===== src/logic/mask_invert_pkg.sv =====
// Shared constants, command codes and carrier types of the mask/invert data path.
package mask_invert_pkg;

   // ----------------------------------------------------------------
   // Register map and field layout
   // ----------------------------------------------------------------
   localparam logic [7:0] OFS_MODE_REG_THREE = 8'h00;
   localparam logic [7:0] OFS_MODE_REG_THIRTEEN = 8'h04;
   localparam logic [7:0] OFS_STATUS = 8'h08;
   localparam int BIT_RD_INVERT = 6;
   localparam int BIT_WR_INVERT = 7;
   localparam int BIT_MASK_OFF = 5;
   localparam int BIT_ILLEGAL = 0;
   localparam int BIT_BUSY = 1;

   // ----------------------------------------------------------------
   // Reset values
   // ----------------------------------------------------------------
   localparam logic RST_RD_INVERT = 1'b0;
   localparam logic RST_WR_INVERT = 1'b0;
   localparam logic RST_MASK_OFF = 1'b0;

   // ----------------------------------------------------------------
   // Data path figures
   // ----------------------------------------------------------------
   localparam int LANES = 2;
   localparam int LANE_BITS = 8;
   localparam int BURST_BEATS = 16;
   localparam int READ_INVERT_ABOVE = 4;
   localparam int MASK_ONES_MIN = 5;

   // Column spacing the controller keeps, in clock cycles.
   localparam int CCD_BL16_CYCLES = 8;
   localparam int CCD_BL32_CYCLES = 16;
   localparam int MASKED_WRITE_SPACING_CYCLES = 32;
   localparam int BL32_EXTRA_CYCLES = 8;

   // ----------------------------------------------------------------
   // Commands and states
   // ----------------------------------------------------------------
   typedef enum logic [2:0] {
      CMD_WRITE = 3'h0,
      CMD_MASKED_WRITE = 3'h1,
      CMD_MODE_REG_WRITE = 3'h2,
      CMD_READ = 3'h3,
      CMD_MODE_REG_READ = 3'h4,
      CMD_WRITE_FIFO = 3'h5,
      CMD_READ_FIFO = 3'h6,
      CMD_READ_CAL = 3'h7
   } cmd_type;

   typedef enum logic [2:0] {
      ST_IDLE = 3'h1,
      ST_WRITE = 3'h2,
      ST_READ = 3'h4
   } phase_type;

   // Link pins as sampled together through the synchroniser.
   typedef struct packed {
      logic strobe;
      logic cmd_valid;
      cmd_type cmd;
      logic [15:0] dq;
      logic [1:0] mi;
   } link_pins_type;

endpackage : mask_invert_pkg


===== src/logic/lane_write_decode.sv =====
// Per-lane decode of received write data and the mask/invert pin.
`timescale 1ns/1ps
module lane_write_decode
   import mask_invert_pkg::*;
(
   // Received beat
   input wire logic [7:0] data_i,
   input wire logic mi_i,
   // Mode
   input wire logic masked_i,
   input wire logic wr_invert_i,
   // Result
   output logic [7:0] data_o,
   output logic store_o
);

   // Masked writes with inversion on read the mask from the upper six bits.
   always_comb begin
      data_o = (wr_invert_i && mi_i) ? ~data_i : data_i;
      store_o = 1'b1;
      if (masked_i && !wr_invert_i) begin
         store_o = !mi_i;
      end else if (masked_i) begin
         store_o = !(!mi_i && ($countones(data_i[7:2]) >= MASK_ONES_MIN));
      end
   end

endmodule : lane_write_decode


===== src/logic/lane_read_encode.sv =====
// Per-lane inversion encode of read data.
`timescale 1ns/1ps
module lane_read_encode
   import mask_invert_pkg::*;
(
   // Array data and mode
   input wire logic [7:0] data_i,
   input wire logic rd_invert_i,
   // Pin values
   output logic [7:0] data_o,
   output logic mi_o
);

   // Inverting heavy bytes keeps the count of driven ones at four or less.
   always_comb begin
      mi_o = rd_invert_i && ($countones(data_i) > READ_INVERT_ABOVE);
      data_o = mi_o ? ~data_i : data_i;
   end

endmodule : lane_read_encode


===== src/logic/dram_byte_mask_inversion.sv =====
// Mask/invert pin handling for the write, read and training data paths.
// Function
// Masking on writes, inversion on writes and reads, per lane
// Mode three bit six enables read inversion
// Mode three bit seven enables write inversion
// Mode thirteen bit five low enables masking
// Two double-rate mask/invert pins, data-like
// Controller avoids masked writes while masking off
// Masking and write inversion off: pin ignored
// Controller drives pin low on plain writes
// Read inversion off: pin drivers off on reads
// Write inversion: pin high inverts the byte
// Read bytes above four ones invert, pin high
// Masked write, no inversion: pin high skips
// Masked write, inversion: low pin, five ones masks
// Write training stores pin, no mask or invert
// Read training returns the stored pattern
// Controller spaces column commands eight cycles
// Controller spaces long-burst column commands sixteen
// Controller spaces same-bank masked writes thirty-two
// Long writes add eight cycles to spacing
// Controller delays write after read with termination
// All functions off: pin undriven in read training
`timescale 1ns/1ps
module dram_byte_mask_inversion
   import mask_invert_pkg::*;
#(
   parameter int BEATS = BURST_BEATS
) (
   // Clock and reset
   input wire logic clk_i,
   input wire logic rst_i,
   // Wishbone slave
   input wire logic wb_cyc_i,
   input wire logic wb_stb_i,
   input wire logic wb_we_i,
   input wire logic [7:0] wb_adr_i,
   input wire logic [3:0] wb_sel_i,
   input wire logic [31:0] wb_dat_i,
   output logic [31:0] wb_dat_o,
   output logic wb_ack_o,
   // Link from the controller
   input wire logic strobe_i,
   input wire logic cmd_valid_i,
   input wire logic [2:0] cmd_code_i,
   input wire logic [15:0] dq_i,
   output logic [15:0] dq_o,
   output logic dq_oe_o,
   input wire logic [1:0] mask_invert_pin_i,
   output logic [1:0] mask_invert_pin_o,
   output logic [1:0] mask_invert_pin_oe_o,
   // Array side
   output logic arr_wr_valid_o,
   output logic [15:0] arr_wr_data_o,
   output logic [1:0] arr_wr_lane_o,
   output logic arr_rd_beat_o,
   input wire logic [15:0] arr_rd_data_i
);

   // ----------------------------------------------------------------
   // State
   // ----------------------------------------------------------------
   localparam int BW = $clog2(BEATS + 1);
   localparam int IW = $clog2(BEATS);
   localparam logic [BW-1:0] LAST_BEAT = BW'(BEATS - 1);
   localparam logic [BW-1:0] END_BEAT = BW'(BEATS);

   typedef struct packed {
      link_pins_type s1;
      link_pins_type s2;
      logic strb_prev;
      phase_type phase;
      cmd_type kind;
      logic [BW-1:0] beat;
      logic rd_inv;
      logic wr_inv;
      logic mask_off;
      logic illegal;
      logic ack;
      logic [31:0] rdat;
      logic [15:0] dq;
      logic dq_oe;
      logic [1:0] mi;
      logic [1:0] mi_oe;
      logic wr_valid;
      logic [15:0] wr_data;
      logic [1:0] wr_lane;
      logic rd_beat;
      logic [BEATS-1:0][17:0] fifo;
   } state_type;

   state_type st_ff;
   state_type nxt_st;
   link_pins_type pins;
   logic edge_w;
   logic rise_w;
   logic any_en;
   logic wr_gate;
   logic [1:0] mi_rx;
   logic [15:0] dec_data;
   logic [1:0] dec_store;
   logic [15:0] enc_data;
   logic [1:0] enc_mi;
   logic [17:0] fifo_word;
   logic req;

   // ----------------------------------------------------------------
   // Link sampling and per-lane data path
   // ----------------------------------------------------------------

   // All link pins share one synchroniser so data lines stay aligned with the strobe.
   assign pins = '{strobe: strobe_i, cmd_valid: cmd_valid_i, cmd: cmd_type'(cmd_code_i),
                   dq: dq_i, mi: mask_invert_pin_i};
   assign edge_w = st_ff.s2.strobe ^ st_ff.strb_prev;
   assign rise_w = edge_w && st_ff.s2.strobe;
   assign any_en = !st_ff.mask_off || st_ff.wr_inv || st_ff.rd_inv;
   assign wr_gate = !st_ff.mask_off || st_ff.wr_inv;
   // Receivers are off when neither masking nor write inversion needs the pin.
   assign mi_rx = wr_gate ? st_ff.s2.mi : 2'h0;
   assign fifo_word = st_ff.fifo[st_ff.beat[IW-1:0]];
   assign req = wb_cyc_i && wb_stb_i && !st_ff.ack;

   // One decoder and one encoder per byte lane.
   genvar l;
   generate
      for (l = 0; l < LANES; l++) begin : g_lane
         lane_write_decode u_dec (
            .data_i(st_ff.s2.dq[l*LANE_BITS +: LANE_BITS]),
            .mi_i(mi_rx[l]),
            .masked_i(st_ff.kind == CMD_MASKED_WRITE),
            .wr_invert_i(st_ff.wr_inv),
            .data_o(dec_data[l*LANE_BITS +: LANE_BITS]),
            .store_o(dec_store[l])
         );
         lane_read_encode u_enc (
            .data_i(arr_rd_data_i[l*LANE_BITS +: LANE_BITS]),
            .rd_invert_i(st_ff.rd_inv),
            .data_o(enc_data[l*LANE_BITS +: LANE_BITS]),
            .mi_o(enc_mi[l])
         );
      end
   endgenerate

   // ----------------------------------------------------------------
   // Next state
   // ----------------------------------------------------------------

   // Register writes land at the edge where ack rises; reads of holes return zero.
   always_comb begin
      nxt_st = st_ff;
      nxt_st.s1 = pins;
      nxt_st.s2 = st_ff.s1;
      nxt_st.strb_prev = st_ff.s2.strobe;
      nxt_st.wr_valid = 1'b0;
      nxt_st.rd_beat = 1'b0;
      nxt_st.ack = req;
      if (req && wb_we_i && wb_sel_i[0]) begin
         if (wb_adr_i == OFS_MODE_REG_THREE) begin
            nxt_st.rd_inv = wb_dat_i[BIT_RD_INVERT];
            nxt_st.wr_inv = wb_dat_i[BIT_WR_INVERT];
         end else if (wb_adr_i == OFS_MODE_REG_THIRTEEN) begin
            nxt_st.mask_off = wb_dat_i[BIT_MASK_OFF];
         end else if (wb_adr_i == OFS_STATUS && wb_dat_i[BIT_ILLEGAL]) begin
            nxt_st.illegal = 1'b0;
         end
      end
      if (req) begin
         nxt_st.rdat = 32'h0;
         if (wb_adr_i == OFS_MODE_REG_THREE) begin
            nxt_st.rdat[BIT_RD_INVERT] = st_ff.rd_inv;
            nxt_st.rdat[BIT_WR_INVERT] = st_ff.wr_inv;
         end else if (wb_adr_i == OFS_MODE_REG_THIRTEEN) begin
            nxt_st.rdat[BIT_MASK_OFF] = st_ff.mask_off;
         end else if (wb_adr_i == OFS_STATUS) begin
            nxt_st.rdat[BIT_ILLEGAL] = st_ff.illegal;
            nxt_st.rdat[BIT_BUSY] = st_ff.phase != ST_IDLE;
         end
      end
      case (st_ff.phase)
         ST_IDLE: begin
            nxt_st.dq_oe = 1'b0;
            nxt_st.mi_oe = 2'h0;
            if (rise_w && st_ff.s2.cmd_valid) begin
               nxt_st.kind = st_ff.s2.cmd;
               nxt_st.beat = '0;
               // A masked write with masking off is dropped and flagged; set beats clear.
               if (st_ff.s2.cmd == CMD_MASKED_WRITE && st_ff.mask_off) begin
                  nxt_st.illegal = 1'b1;
               end else if (st_ff.s2.cmd inside {CMD_READ, CMD_MODE_REG_READ,
                                                 CMD_READ_FIFO, CMD_READ_CAL}) begin
                  nxt_st.phase = ST_READ;
               end else begin
                  nxt_st.phase = ST_WRITE;
               end
            end
         end
         ST_WRITE: begin
            if (edge_w) begin
               nxt_st.beat = st_ff.beat + BW'(1);
               if (st_ff.kind == CMD_WRITE_FIFO) begin
                  // Training keeps the pin as pattern, or zero with all functions off, and never masks or inverts.
                  nxt_st.fifo[st_ff.beat[IW-1:0]] =
                     {(any_en ? st_ff.s2.mi : 2'h0), st_ff.s2.dq};
               end else begin
                  nxt_st.wr_valid = 1'b1;
                  nxt_st.wr_data = dec_data;
                  nxt_st.wr_lane = dec_store;
               end
               if (st_ff.beat == LAST_BEAT) begin
                  nxt_st.phase = ST_IDLE;
               end
            end
         end
         ST_READ: begin
            if (edge_w && st_ff.beat == END_BEAT) begin
               nxt_st.dq_oe = 1'b0;
               nxt_st.mi_oe = 2'h0;
               nxt_st.phase = ST_IDLE;
            end else if (edge_w) begin
               nxt_st.beat = st_ff.beat + BW'(1);
               nxt_st.dq_oe = 1'b1;
               if (st_ff.kind inside {CMD_READ_FIFO, CMD_READ_CAL}) begin
                  nxt_st.dq = fifo_word[15:0];
                  nxt_st.mi = fifo_word[17:16];
                  nxt_st.mi_oe = {LANES{any_en}};
               end else begin
                  nxt_st.dq = enc_data;
                  nxt_st.mi = enc_mi;
                  nxt_st.mi_oe = {LANES{st_ff.rd_inv}};
                  nxt_st.rd_beat = 1'b1;
               end
            end
         end
         default: begin
            nxt_st.phase = ST_IDLE;
         end
      endcase
   end

   // ----------------------------------------------------------------
   // State register and outputs
   // ----------------------------------------------------------------

   // Synchronous reset leaves every output low and the pins undriven.
   always_ff @(posedge clk_i) begin
      if (rst_i) begin
         st_ff <= '0;
         st_ff.phase <= ST_IDLE;
         st_ff.kind <= CMD_WRITE;
         st_ff.rd_inv <= RST_RD_INVERT;
         st_ff.wr_inv <= RST_WR_INVERT;
         st_ff.mask_off <= RST_MASK_OFF;
      end else begin
         st_ff <= nxt_st;
      end
   end

   assign wb_dat_o = st_ff.rdat;
   assign wb_ack_o = st_ff.ack;
   assign dq_o = st_ff.dq;
   assign dq_oe_o = st_ff.dq_oe;
   assign mask_invert_pin_o = st_ff.mi;
   assign mask_invert_pin_oe_o = st_ff.mi_oe;
   assign arr_wr_valid_o = st_ff.wr_valid;
   assign arr_wr_data_o = st_ff.wr_data;
   assign arr_wr_lane_o = st_ff.wr_lane;
   assign arr_rd_beat_o = st_ff.rd_beat;
endmodule : dram_byte_mask_inversion


===== config.mk =====
export PLATFORM = sky130hd
export DESIGN_NAME = dram_byte_mask_inversion
export DESIGN_NICKNAME = d
export VERILOG_FILES = /design/src/logic/mask_invert_pkg.sv /design/src/logic/lane_write_decode.sv /design/src/logic/lane_read_encode.sv /design/src/logic/dram_byte_mask_inversion.sv
export SDC_FILE = /design/constraint.sdc
export NUM_CORES = 1
export LEC_CHECK = 0
export ABC_AREA = 1
export BUFFER_PORTS_ARGS = -buffer_cell sky130_fd_sc_hd__buf_2
export CAP_MARGIN = 20
export CORE_MARGIN = 2
export CORE_UTILIZATION = 50
export DETAILED_ROUTE_END_ITERATION = 12
export PLACE_DENSITY_LB_ADDON = 0.25
export SYNTH_ARGS = -nofsm -noshare
export SYNTH_HDL_FRONTEND = slang
export SYNTH_HIERARCHICAL = 1
export SYNTH_SLANG_ARGS = --single-unit

===== constraint.sdc =====
create_clock -name clk_i -period 8.1 [get_ports clk_i]
set_input_delay 1.62 -clock clk_i [delete_from_list [all_inputs] [get_ports clk_i]]
set_output_delay 1.62 -clock clk_i [all_outputs]
set_load 0.01 [all_outputs]

; ---- Word-level counts from Yosys, hierarchy flattened
; Index checks and enable logic that the tools add are counted.
[op_classes]
n_bitwise = 11
n_eq_ne = 24
order_cmp = 6
muxes = 47
reduce_logical = 42
add_sub_neg = 25
[ops]
columns = op, count
row1 = adder 32 bit, 10
row2 = bitwise mux 288 bit, 1
row3 = binary-select mux 18 bit (select 4 bit), 1
row4 = demux 18 bit (select 4 bit), 1
row5 = >= comparator 32 x 4 -> 1 bit (second input constant), 2
row6 = > comparator 32 x 4 -> 1 bit (second input constant), 2
row7 = two-way mux 18 bit, 2
row8 = two-way mux 8 bit, 4
row9 = NOT 8 bit, 4
row10 = adder 1 x 1 -> 2 bit, 14
row11 = equality test 3 bit (second input constant), 7
row12 = two-way mux 19 bit, 1
row13 = logical AND 1 bit, 17
row14 = two-way mux 16 bit, 1
row15 = two-way mux 1 bit, 15
row16 = two-way mux 3 bit, 5
row17 = two-way mux 5 bit, 3
row18 = one-hot mux 5 bit (3 select lines), 1
row19 = AND reduction 3 bit, 5
row20 = two-way mux 2 bit, 7
row21 = inequality test 2 bit (second input constant), 6
row22 = two-way mux 11 bit, 1
row23 = equality test 3 x 1 -> 1 bit (second input constant), 3
row24 = one-hot mux 3 bit (3 select lines), 1
row25 = other kinds (25), 41
[word_totals]
in_bits = 88
wordCells = 199
ff_bits = 397

; ---- Depth between registers and ports, before layout
[logic_depth]
ltp_word = 9
depth_mapped = 18
ltp_nobuf = 18

; ---- By module
; The synthesis kept the hierarchy.
[by_module_without_submodules]
columns = module, cells_each, instances, area_each_um2
row1 = dram_byte_mask_inversion, 2502, 1, 17505.5
row2 = lane_read_encode, 59, 2, 350.3
row3 = lane_write_decode, 28, 2, 212.7

; ---- Least setup slack after synthesis
; No wires, ideal clock.
[synth_timing]
path_kind = input to register
start = input port arr_rd_data_i[0]
end = register st_ff, in the netlist dq_o[2]
stages = 17
arrival_time_ns = 4.615
t_required_ns = 7.968
setup_slack_ns = 3.353
cell_sequence = inv_1 fa_1 fa_1 fa_1 inv_1 ha_1 fa_1 inv_1 nand2_1 nand3_2 nand2_4 nand2_4 nand2_1 nand2_1 o21ai_0 o21bai_1 a21oi_1
[synth_between]
elab_chain_cells = 7
[synth_rtl]
columns = element, line_no
row1 = "start, declared", dram_byte_mask_inversion.sv:57  ; input wire logic [15:0] arr_rd_data_i
row2 = adder 1 x 1 -> 2 bit (not written as such), lane_read_encode.sv:16  ; mi_o = rd_invert_i && ($countones(data_i) > READ_INVERT_ABOVE);
row3 = adder 32 bit (not written as such) (2 in series), lane_read_encode.sv:16
row4 = > comparator 32 x 4 -> 1 bit, lane_read_encode.sv:16
row5 = logical AND 1 bit, lane_read_encode.sv:16
row6 = two-way mux 8 bit, lane_read_encode.sv:17  ; data_o = mi_o ? ~data_i : data_i;
row7 = named net enc_data[2], dram_byte_mask_inversion.sv:102  ; logic [15:0] enc_data;
row8 = two-way mux 16 bit, dram_byte_mask_inversion.sv:222  ; if (st_ff.kind inside {CMD_READ_FIFO, CMD_READ_CAL}) begin
row9 = "end signal, assigned", dram_byte_mask_inversion.sv:254  ; st_ff <= nxt_st;
row10 = "end, declared", dram_byte_mask_inversion.sv:92  ; state_type st_ff;
; The timed path passes the listed nets, and every way through them passes these cells.
; A chain may end at the register's enable or synchronous reset.

; ---- Worst setup path in the final report
[layout_timing]
start = input port arr_rd_data_i[8]
end = register st_ff, in the netlist dq_o[9]
; The elaborated chain is that of the path after synthesis.

==> impl_metrics.json <==
{
  "avgViaCountPerCell": 5.185,
  "power.leakage_nw": 8.505,
  "clock_path_buffers": 3,
  "drv_cap": 0,
  "drc": 0,
  "grt_use_total": 0.2489,
  "r2r_start": "st_ff[366]",
  "irDropWorstVdd_mv": 0.1539,
  "worstSetupStartpointType": "input pin",
  "p_per_area_nw_per_um2": 206.7,
  "drtIter0Drc": 1569,
  "die-width_um": 197.0,
  "maxSlewViolCount": 0,
  "finalNonFillerCells": 3118,
  "fin_util": 0.5482,
  "rows": 70,
  "status": "complete, no violations",
  "numCtsBuffers": 43,
  "routed_wl_um": 48710,
  "synth.top_cell.area_share": 0.4255,
  "dieHeight_um": 197.0,
  "start_util": 0.5089,
  "r2r_cells": 9,
  "cts_setup_buffers": 0,
  "r2r-end": "dq_o[8]",
  "hold_path_end": "st_ff[385]",
  "yosys-top-cells-area": "dfxtp_1, a21oi_1, o21ai_0",
  "crit_path_end_kind": "flip-flop",
  "syn_area_per_cell_um2": 6.962,
  "worst_skew_pair.late_latency_ns": 0.53,
  "fin_ws_ns": 3.447,
  "numPortBuffers": 103,
  "post_drt_wl_per_cell_um": 15.62,
  "clkTransAtPathRegs_ns": 0.06,
  "min_path_cells": 2,
  "gr-total-overflow": 0,
  "path_max_fanout": 9,
  "finalHoldViolCount": 0,
  "synth.cell_area_um2": 18630,
  "setup_violations": 0,
  "hpwl_um": 28510,
  "fmax_ghz": 0.2149,
  "grt_max_degree": 170,
  "die-area_um2": 38820,
  "vias": 16170,
  "finalClockSkew_ns": 0.01355,
  "hp-class": "reg2reg",
  "cts_tree": "done",
  "hold_ws_ns": 0.3997,
  "worstPathRequired_ns": 8.49,
  "grt_pass1_vias": 14880,
  "fin_nets": 2734,
  "num_io_pins": 162,
  "placed_area_um2": 18670,
  "dp.cells": 3041,
  "synth-seq-cells": 396,
  "diodes": 0,
  "htree_num_levels": 2,
  "synth_cells": 2676,
  "drive_gt1_frac": 0.08679,
  "ys_seq_area_frac": 0.4255,
  "antenna_found_initial": 0,
  "final_area_um2": 20070,
  "area_growth_pct": 7.723,
  "worstMarginPinSlew_ns": 1.102,
  "slew_headroom": 0.2656,
  "clock_sinks": 396,
  "synth_top_area_cell": "dfxtp_1",
  "pre_cts_slack_ns": 2.941,
  "grt_first_pass_wirelength_um": 77790,
  "fin_crit_sh": 0.5744,
  "hold_start": "nxt_st[385]",
  "finalCriticalPeriod_ns": 4.653,
  "nFillCells": 3504,
  "holdBufCountCts": 0,
  "gp_congestion": 0.8519,
  "core_um2": 36610,
  "first_pass_iters": 6,
  "clockRootBuffer": "clkbuf_16",
  "antenna_left": 0,
  "rsz0062_at_grt": "no",
  "crit_start": "arr_rd_data_i[8]",
  "ys_types": 39,
  "cp.arrival_ns": 5.04,
  "cts_repair_resize_count": 0,
  "worstSetupPathType": "in2reg",
  "rrSetupSlack_ns": 4.67,
  "power.total_mw": 4.149,
  "yosys_warnings": 6,
  "fin_setup_tns_ns": 0
}
## how the worst max path moves through the flow
stage	depth (start not counted)	endpoint	slack, ns
after global placement	18	dq_o[9]	2.99
after floorplan	17	dq_o[2]	3.35
after CTS	18	dq_o[9]	3.48
final	18	dq_o[9]	3.45
after detailed placement	18	dq_o[9]	2.94
after global routing	19	dq_o[0]	3.25
## per-layer routing
layer  vias to the layer above  share of wire  track usage
met1                      7347           0.45       0.3323
met4                         0          0.035      0.09802
met5                         -              0            0
li1                       8232              -            -
met2                       486           0.46       0.4137
met3                       102          0.060      0.02834
## cell usage in the layout (no fill, tap or decap), drive strengths merged
cell,n
a21boi,3
a21oi,359
and2,2
buf,117
bufinv,3
clkbuf,57
clkinv,15
clkinvlp,1
conb,27
dfxtp,396
fa,14
ha,14
inv,423
nand2,480
nand3,176
nand3b,1
nand4,3
nor2,167
nor3,6
nor3b,1
nor4,2
o21a,1
o21ai,358
o21bai,5
o22ai,1
or2,2
xnor2,12
xor2,4
## report_power, final
part | internal, mW | switching (mW)
Combinational | 0.0746 | 0.144
Clock | 1.15 | 0.794
Sequential | 1.96 | 0.0236
## final cells by class
| cell class | instances | area [µm²] | area share |
|---|---|---|---|
| Multi-Input combinational cell | 1638 | 7935 | 0.3954 |
| Clock inverter | 20 | 186.4 | 0.009289 |
| Tap cell | 468 | 585.6 | 0.02918 |
| Inverter | 422 | 1592 | 0.07930 |
| Timing Repair Buffer | 117 | 620.6 | 0.03092 |
| Sequential cell | 396 | 7933 | 0.3952 |
| Clock buffer | 57 | 1219 | 0.06072 |
## worst max-delay path, cell delays in order
cell,delay [ns]
buf_2,0.09
inv_1,0.06
fa_1,0.56
fa_1,0.45
fa_1,0.49
inv_1,0.05
ha_1,0.21
fa_1,0.53
inv_1,0.04
nand2_1,0.07
nand3_2,0.09
nand2_4,0.13
nand2_4,0.10
nand2_1,0.11
nand2_1,0.07
o21ai_0,0.17
o21bai_1,0.14
a21oi_1,0.07
## synthesized netlist by cell type (all sizes together)
| cell type | count |
|---|---|
| buf | 141 |
| a21boi | 3 |
| clkbuf | 105 |
| o22ai | 1 |
| o21ai | 358 |
| nor3 | 6 |
| nand3 | 176 |
| o21bai | 5 |
| o21a | 1 |
| nor4 | 2 |
| nor3b | 1 |
| inv | 421 |
| dfxtp | 396 |
| and2 | 2 |
| or2 | 2 |
| nand3b | 1 |
| fa | 14 |
| clkinv | 1 |
| xnor2 | 12 |
| nand4 | 3 |
| a21oi | 359 |
| nor2 | 167 |
| nand2 | 480 |
| conb | 1 |
| ha | 14 |
| xor2 | 4 |
## state kept, by name, indices dropped and copies added, names as in the netlist, 2 cells and up
| register | count |
|---|---|
| nxt_st | 24 |
| st_ff | 326 |
| mask_invert_pin_o | 2 |
| arr_wr_data_o | 16 |
| dq_o | 16 |
| wb_dat_o | 5 |
| arr_wr_lane_o | 2 |
## cell families after synthesis
logic type / count (synthesis) / synth area share
xor+xnor: 16 / 0.007521
compound gates: 727 / 0.1966
other cells: 1 / 0.0002013
flops: 396 / 0.4255
simple gates: 840 / 0.1919
buf+inv: 668 / 0.1539
fa+ha+maj: 28 / 0.02444
Power figures use the tool's default switching activity.
